<file path="config.mk">
export PLATFORM = sky130hd
export DESIGN_NAME = hcam_monitor
export DESIGN_NICKNAME = d
export VERILOG_FILES = /design/src/hcam_pkg.sv /design/src/hcam_thr_if.sv /design/src/hcam_monitor.sv /design/src/hcam_thr_clamp.sv
export SDC_FILE = /design/constraint.sdc
export NUM_CORES = 1
export LEC_CHECK = 0
export BUFFER_PORTS_ARGS = -buffer_cell sky130_fd_sc_hd__buf_2
export CORE_UTILIZATION = 30
export CTS_CLUSTER_SIZE = 10
export DETAILED_ROUTE_END_ITERATION = 16
export SETUP_SLACK_MARGIN = 0.15
export SKIP_LAST_GASP = 1
export SYNTH_ARGS = -nofsm -noshare
export SYNTH_HDL_FRONTEND = slang
export SYNTH_SLANG_ARGS = --single-unit
</file>
<file path="constraint.sdc">
create_clock -name i_core_clk -period 2.15 [get_ports i_core_clk]
set_input_delay 0.3225 -clock i_core_clk [delete_from_list [all_inputs] [get_ports i_core_clk]]
set_output_delay 0.3225 -clock i_core_clk [all_outputs]
set_load 0.01 [all_outputs]
</file>
<file path="src/hcam_pkg.sv">
package hcam_pkg;
  // Threshold counts in 0.1 A steps
  localparam int unsigned HCAM_THR_W = 9;
  localparam logic [8:0] HCAM_THR_MIN = 9'h001;
  localparam logic [8:0] HCAM_THR_MAX = 9'h1F3;
  localparam logic [8:0] HCAM_THR_RST = 9'h001;
  // Qualifying times in microseconds
  localparam int unsigned HCAM_CLK_MHZ = 125;
  localparam int unsigned HCAM_ON_MIN_US = 100000;
  localparam int unsigned HCAM_OFF_MIN_US = 100000;
  localparam int unsigned HCAM_ON_FAST_US = 30000;
  localparam int unsigned HCAM_OFF_FAST_US = 35000;
  localparam int unsigned HCAM_ON_MIN_CYC = HCAM_ON_MIN_US * HCAM_CLK_MHZ;
  localparam int unsigned HCAM_OFF_MIN_CYC = HCAM_OFF_MIN_US * HCAM_CLK_MHZ;
  localparam int unsigned HCAM_ON_FAST_CYC = HCAM_ON_FAST_US * HCAM_CLK_MHZ;
  localparam int unsigned HCAM_OFF_FAST_CYC =
    HCAM_OFF_FAST_US * HCAM_CLK_MHZ;
  localparam int unsigned HCAM_CNT_W = 24;
  localparam logic [23:0] HCAM_CNT_RST = 24'h000000;
endpackage : hcam_pkg

</file>
<file path="src/hcam_thr_if.sv">
`timescale 1ns/1ns
`default_nettype none
interface hcam_thr_if;
  logic [8:0] burn_thr;
  logic [8:0] ssr_thr;
  modport src (output burn_thr, output ssr_thr);
  modport dst (input burn_thr, input ssr_thr);
endinterface : hcam_thr_if
`default_nettype wire

</file>
<file path="src/hcam_monitor.sv">
// Summary of operation
// - Output on: current below burnout threshold alarms
// - Output off: current above relay threshold alarms
// - Burnout threshold 0.1 to 49.9 A
// - Relay threshold 0.1 to 49.9 A
// - Burnout check needs 100 ms on
// - Fast periods reduce on minimum to 30 ms
// - Relay check needs 100 ms off
// - Fast periods reduce off minimum to 35 ms
// - One or two current inputs checked
`timescale 1ns/1ns
`default_nettype none
module hcam_monitor
  import hcam_pkg::*;
#(
  parameter int unsigned NUM_CT = 2,
  parameter int unsigned ON_MIN_CYC = HCAM_ON_MIN_CYC,
  parameter int unsigned OFF_MIN_CYC = HCAM_OFF_MIN_CYC,
  parameter int unsigned ON_FAST_CYC = HCAM_ON_FAST_CYC,
  parameter int unsigned OFF_FAST_CYC = HCAM_OFF_FAST_CYC
) (
  input wire logic i_core_clk,
  input wire logic i_sys_rst,
  input wire logic i_ctrl_out,
  input wire logic i_fast_period,
  input wire logic [NUM_CT*9-1:0] i_ct_current,
  input wire logic [8:0] i_burn_thr,
  input wire logic [8:0] i_ssr_thr,
  output logic o_burn_alarm,
  output logic o_ssr_alarm
);
  localparam logic [23:0] ON_LONG = 24'(ON_MIN_CYC);
  localparam logic [23:0] OFF_LONG = 24'(OFF_MIN_CYC);
  localparam logic [23:0] ON_SHORT = 24'(ON_FAST_CYC);
  localparam logic [23:0] OFF_SHORT = 24'(OFF_FAST_CYC);

  hcam_thr_if thr ();

  hcam_thr_clamp u_clamp (
    .i_core_clk(i_core_clk),
    .i_sys_rst(i_sys_rst),
    .i_burn_thr(i_burn_thr),
    .i_ssr_thr(i_ssr_thr),
    .thr(thr)
  );

  // Two-stage synchronisers for pin-level inputs
  logic ctrl_s1_ff;
  logic ctrl_ff;
  logic fast_s1_ff;
  logic fast_ff;
  logic ctrl_d_ff;
  always_ff @(posedge i_core_clk) begin
    if (i_sys_rst) begin
      ctrl_s1_ff <= 1'b0;
      ctrl_ff <= 1'b0;
      ctrl_d_ff <= 1'b0;
      fast_s1_ff <= 1'b0;
      fast_ff <= 1'b0;
    end else begin
      ctrl_s1_ff <= i_ctrl_out;
      ctrl_ff <= ctrl_s1_ff;
      ctrl_d_ff <= ctrl_ff;
      fast_s1_ff <= i_fast_period;
      fast_ff <= fast_s1_ff;
    end
  end

  logic [NUM_CT*9-1:0] ct_s1_ff;
  logic [NUM_CT*9-1:0] ct_ff;
  always_ff @(posedge i_core_clk) begin
    if (i_sys_rst) begin
      ct_s1_ff <= '0;
      ct_ff <= '0;
    end else begin
      ct_s1_ff <= i_ct_current;
      ct_ff <= ct_s1_ff;
    end
  end

  // Interval counter restarts at each edge of the control output
  logic [23:0] run_ff;
  logic [23:0] nxt_run;
  logic same_level;
  assign same_level = (ctrl_ff == ctrl_d_ff);
  assign nxt_run = same_level && (run_ff != 24'hFFFFFF) ?
    run_ff + 24'h000001 : 24'h000001;
  always_ff @(posedge i_core_clk) begin
    if (i_sys_rst) begin
      run_ff <= HCAM_CNT_RST;
    end else begin
      run_ff <= nxt_run;
    end
  end

  logic [23:0] on_need;
  logic [23:0] off_need;
  assign on_need = fast_ff ? ON_SHORT : ON_LONG;
  assign off_need = fast_ff ? OFF_SHORT : OFF_LONG;

  logic on_ok;
  logic off_ok;
  assign on_ok = ctrl_ff && same_level && (run_ff >= on_need);
  assign off_ok = !ctrl_ff && same_level && (run_ff >= off_need);

  logic [NUM_CT-1:0] low_v;
  logic [NUM_CT-1:0] high_v;
  for (genvar g = 0; g < NUM_CT; g++) begin : g_ct
    assign low_v[g] = ct_ff[g*9 +: 9] < thr.burn_thr;
    assign high_v[g] = ct_ff[g*9 +: 9] > thr.ssr_thr;
  end

  always_ff @(posedge i_core_clk) begin
    if (i_sys_rst) begin
      o_burn_alarm <= 1'b0;
    end else if (on_ok) begin
      o_burn_alarm <= |low_v;
    end
  end

  always_ff @(posedge i_core_clk) begin
    if (i_sys_rst) begin
      o_ssr_alarm <= 1'b0;
    end else if (off_ok) begin
      o_ssr_alarm <= |high_v;
    end
  end
endmodule : hcam_monitor
`default_nettype wire

</file>
<file path="src/hcam_thr_clamp.sv">
`timescale 1ns/1ns
`default_nettype none
module hcam_thr_clamp
  import hcam_pkg::*;
(
  input wire logic i_core_clk,
  input wire logic i_sys_rst,
  input wire logic [8:0] i_burn_thr,
  input wire logic [8:0] i_ssr_thr,
  hcam_thr_if.src thr
);
  function automatic logic [8:0] clamp(input logic [8:0] v);
    if (v < HCAM_THR_MIN) begin
      return HCAM_THR_MIN;
    end
    if (v > HCAM_THR_MAX) begin
      return HCAM_THR_MAX;
    end
    return v;
  endfunction : clamp

  always_ff @(posedge i_core_clk) begin
    if (i_sys_rst) begin
      thr.burn_thr <= HCAM_THR_RST;
    end else begin
      thr.burn_thr <= clamp(i_burn_thr);
    end
  end

  always_ff @(posedge i_core_clk) begin
    if (i_sys_rst) begin
      thr.ssr_thr <= HCAM_THR_RST;
    end else begin
      thr.ssr_thr <= clamp(i_ssr_thr);
    end
  end
endmodule : hcam_thr_clamp
`default_nettype wire

</file>
==> run metrics <==
delay of the slowest cell on the worst path 0.37 ns; grt ovf 0; Syn Area/Cell 9.464 um2; worst path bufs/invs 1; Post-DP Area 4641 um2; vias per inst between 4 and 5; Worst VDD drop 0.3864 mV; Final Skew around 0.0066 ns; routed length per placed instance ~13 um; Post-Syn Instances approximately 450; register area 1707 um2; Synth Register Bits 85; final net count 596; Worst Path Max Fanout 4; Layout Area Growth over Synthesis 22.19%; delay-heaviest family, CP compound AO/OA/AOI/OAI gates; R2R cell count 7; setup TNS 0 ns; drt drc 0; Clock transition at path regs 0.06 ns; cts bufs inserted 9; CTS Sinks 85; vias in the first global route 3222; startpoint types flip-flop; crit path max-delay cell type dfxtp_4; Diodes inserted 0; routability cong. 0.8465; Slew HR 72.71%; flop-to-flop setup slack between 0.15 and 0.2 ns; Max H-tree Level 3; maxcap violations 0; fillers 1352; CTS tree done; Synth Flop Type dfxtp_1; synthesized cell area 4212 um2; sequential cell area fraction in the yosys report 40.40%; CP Cell Sequence clkinvlp_4 > ha_4 > nand4b_1 > o311ai_2 > a21oi_2 > o311a_1 > a311oi_1; Cell Pwr Density 699.3 nW/um2; clk_lat worst skew roughly 0.34 ns; DR iter-0 viols 98; pin slew with the least headroom to its limit 0.4042 ns; RSZ-0062 raised after global routing true; Clock Root Buffer clkbuf_16; Die ar. 14520 um2; initial antenna violation count 0; number of flops mapped to enable cells by yosys 0; site row count 42; multi-input logic area 2480 um2; hold path cells 2; r2r endpoint o_ssr_alarm; fin crit period 1.996 ns; Arr. time, crit path 2.25 ns; Die X 120.5 um; Vias about 3200; R2R Path Start fast_ff; share of layout cells above drive strength 1 19.72%; CP Capture Type flip-flop; final number of max-transition violations 0; IO Pins 42; Clock Tree Buf Depth 2; Achievable Freq 501.1 MHz; status complete, no violations; synth warn 0; WP depth 7; endpoints failing hold 0; worst hold start i_ct_current[2]; Async SR Flop Fraction 0%; critical path class flip-flop to flip-flop; Core Region 13450 um2; largest net degree at the start of global routing 29; Tot GR Track Use 13.08%; Initial Utilization 31.31%; CP Data Required Time 2.40 ns; syn nets 544; leakage 0.002134 uW; Tightest Hold Check Type input pin to flip-flop; hpwl dp 6943 um; post-route cell area 5146 um2; DR pass1 iterations 4; antenna viol nets, final 0; final setup fails 0; Distinct cells, synth 50; Final period util 92.82%; first-pass GRT wire length 14870 um; final wirelength a little over 9000 um; Worst Hold End ct_s1_ff[2]; # port buffers 41; Die Span Y 120.5 um
worst max-delay path by stage:
stage / slack [ns] / endpoint / from
finish: 0.15 / o_ssr_alarm / fast_ff
CTS: 0.17 / o_ssr_alarm / fast_ff
detailed placement: 0.05 / o_burn_alarm / fast_ff
global placement: 0.16 / o_burn_alarm / fast_ff
floorplan: 0.23 / o_burn_alarm / fast_ff
global route: 0.06 / o_burn_alarm / fast_ff
cell usage after synthesis, types with 2 or more instances:
library cell  number  area [um2]
dfxtp_1           85        1702
ha_1              59       738.2
nor2b_1           53       331.6
nor2_1            41       153.9
inv_1             34       127.6
a21oi_1           16       80.08
nand2_1           16       60.06
o21ai_0           16       80.08
nand3_1           13       65.06
xor2_1            13       113.9
nand4_1           10       62.56
xnor2_1            9       78.83
a211oi_1           7       52.55
clkbuf_1           6       22.52
nor3_1             5       25.02
and2_1             4       25.02
and3_1             4       25.02
nand4b_1           4       35.03
a31oi_1            3       18.77
a41oi_1            3       26.28
and3_4             3       33.78
nand2b_1           3       18.77
nor4_1             3       18.77
o211ai_1           3       22.52
o21a_1             3       22.52
a2111oi_0          2       17.52
a21o_1             2       15.01
buf_6              2       22.52
o21ai_1            2       10.01
where the power goes:
group	internal [uW]	total (uW)	leakage, uW	switching, uW
Sequential	1630	1660	0.000700	31.4
Combinational	156	327	0.00128	171
Clock	954	1610	0.000156	654
Total	2740	3600	0.00213	857
layout make-up:
cell class / count / share of cell area, %
multi-input cells: 317 / 48.19
flip-flops and latches: 85 / 33.16
repair buffers: 50 / 5.689
clock buffers: 10 / 4.644
well taps: 176 / 4.279
inverters: 34 / 2.553
clock inverters: 6 / 1.483
metal layers:
layer / up-vias / share of wire, % / global-route usage, % / routed length [um]
met5: - / 0 / 0 / 0
met4: 0 / 1.8 / 5.864 / 165
met3: 15 / 3.4 / 3.019 / 311
met2: 54 / 46 / 21.37 / 4188
met1: 1466 / 49 / 16.33 / 4473
li1: 1645 / - / - / -
state kept, by name, indices dropped and copies added, names as in the netlist, 9 cells and up:
register	flops
u_clamp.thr.burn_thr	9
run_ff	24
ct_s1_ff	18
ct_ff	18
u_clamp.thr.ssr_thr	9
placed cells by master, fill, tap and decap left out, types with 4 or more instances in the layout:
cell type  count
dfxtp_1       83
nor2b_1       53
ha_1          51
nor2_1        41
buf_2         41
inv_1         33
nand2_1       16
a21oi_1       14
nand3_1       13
xor2_1        13
o21ai_0       11
nand4_1       10
xnor2_1        9
clkbuf_16      9
ha_4           8
o21ai_1        6
buf_4          6
a211oi_1       5
and3_1         4
and2_1         4
nor3_1         4
nand4b_1       4
timing repair:
| item | CTS | global route |
|---|---|---|
| pin swaps | 5 | 16 |
| buffers inserted | 4 | 0 |
| endpoints found under the setup margin | 2 | 2 |
| gates resized for setup | 13 | 14 |
| hold endpoints to repair | 0 | 0 |
| hold buffers | 0 | 0 |
metrics by stage:
step	worst slack, ns	hold WS [ns]	power [uW]	util, %	instances
floorplan	0.2270	0.4124	1893	-	445
global placement	0.1551	0.4281	1990	34.50	658
detailed placement	0.04767	0.4212	2007	34.50	658
CTS	0.1701	0.1771	3643	37.67	678
global route	0.05589	0.1888	3751	38.25	678
finish	0.1543	0.1903	3599	38.25	678
logic make-up after synthesis:
| logic type | Yosys count | share of synthesized area [%] |
|---|---|---|
| AOI/OAI and AO/OA | 68 | 10.87 |
| xor gates and xnor gates | 22 | 4.575 |
| adders and majority gates | 59 | 17.53 |
| buffers and inverters | 43 | 4.218 |
| DFF | 85 | 40.40 |
| and+or+nand+nor | 168 | 22.40 |
Power figures use the tool's default switching activity.
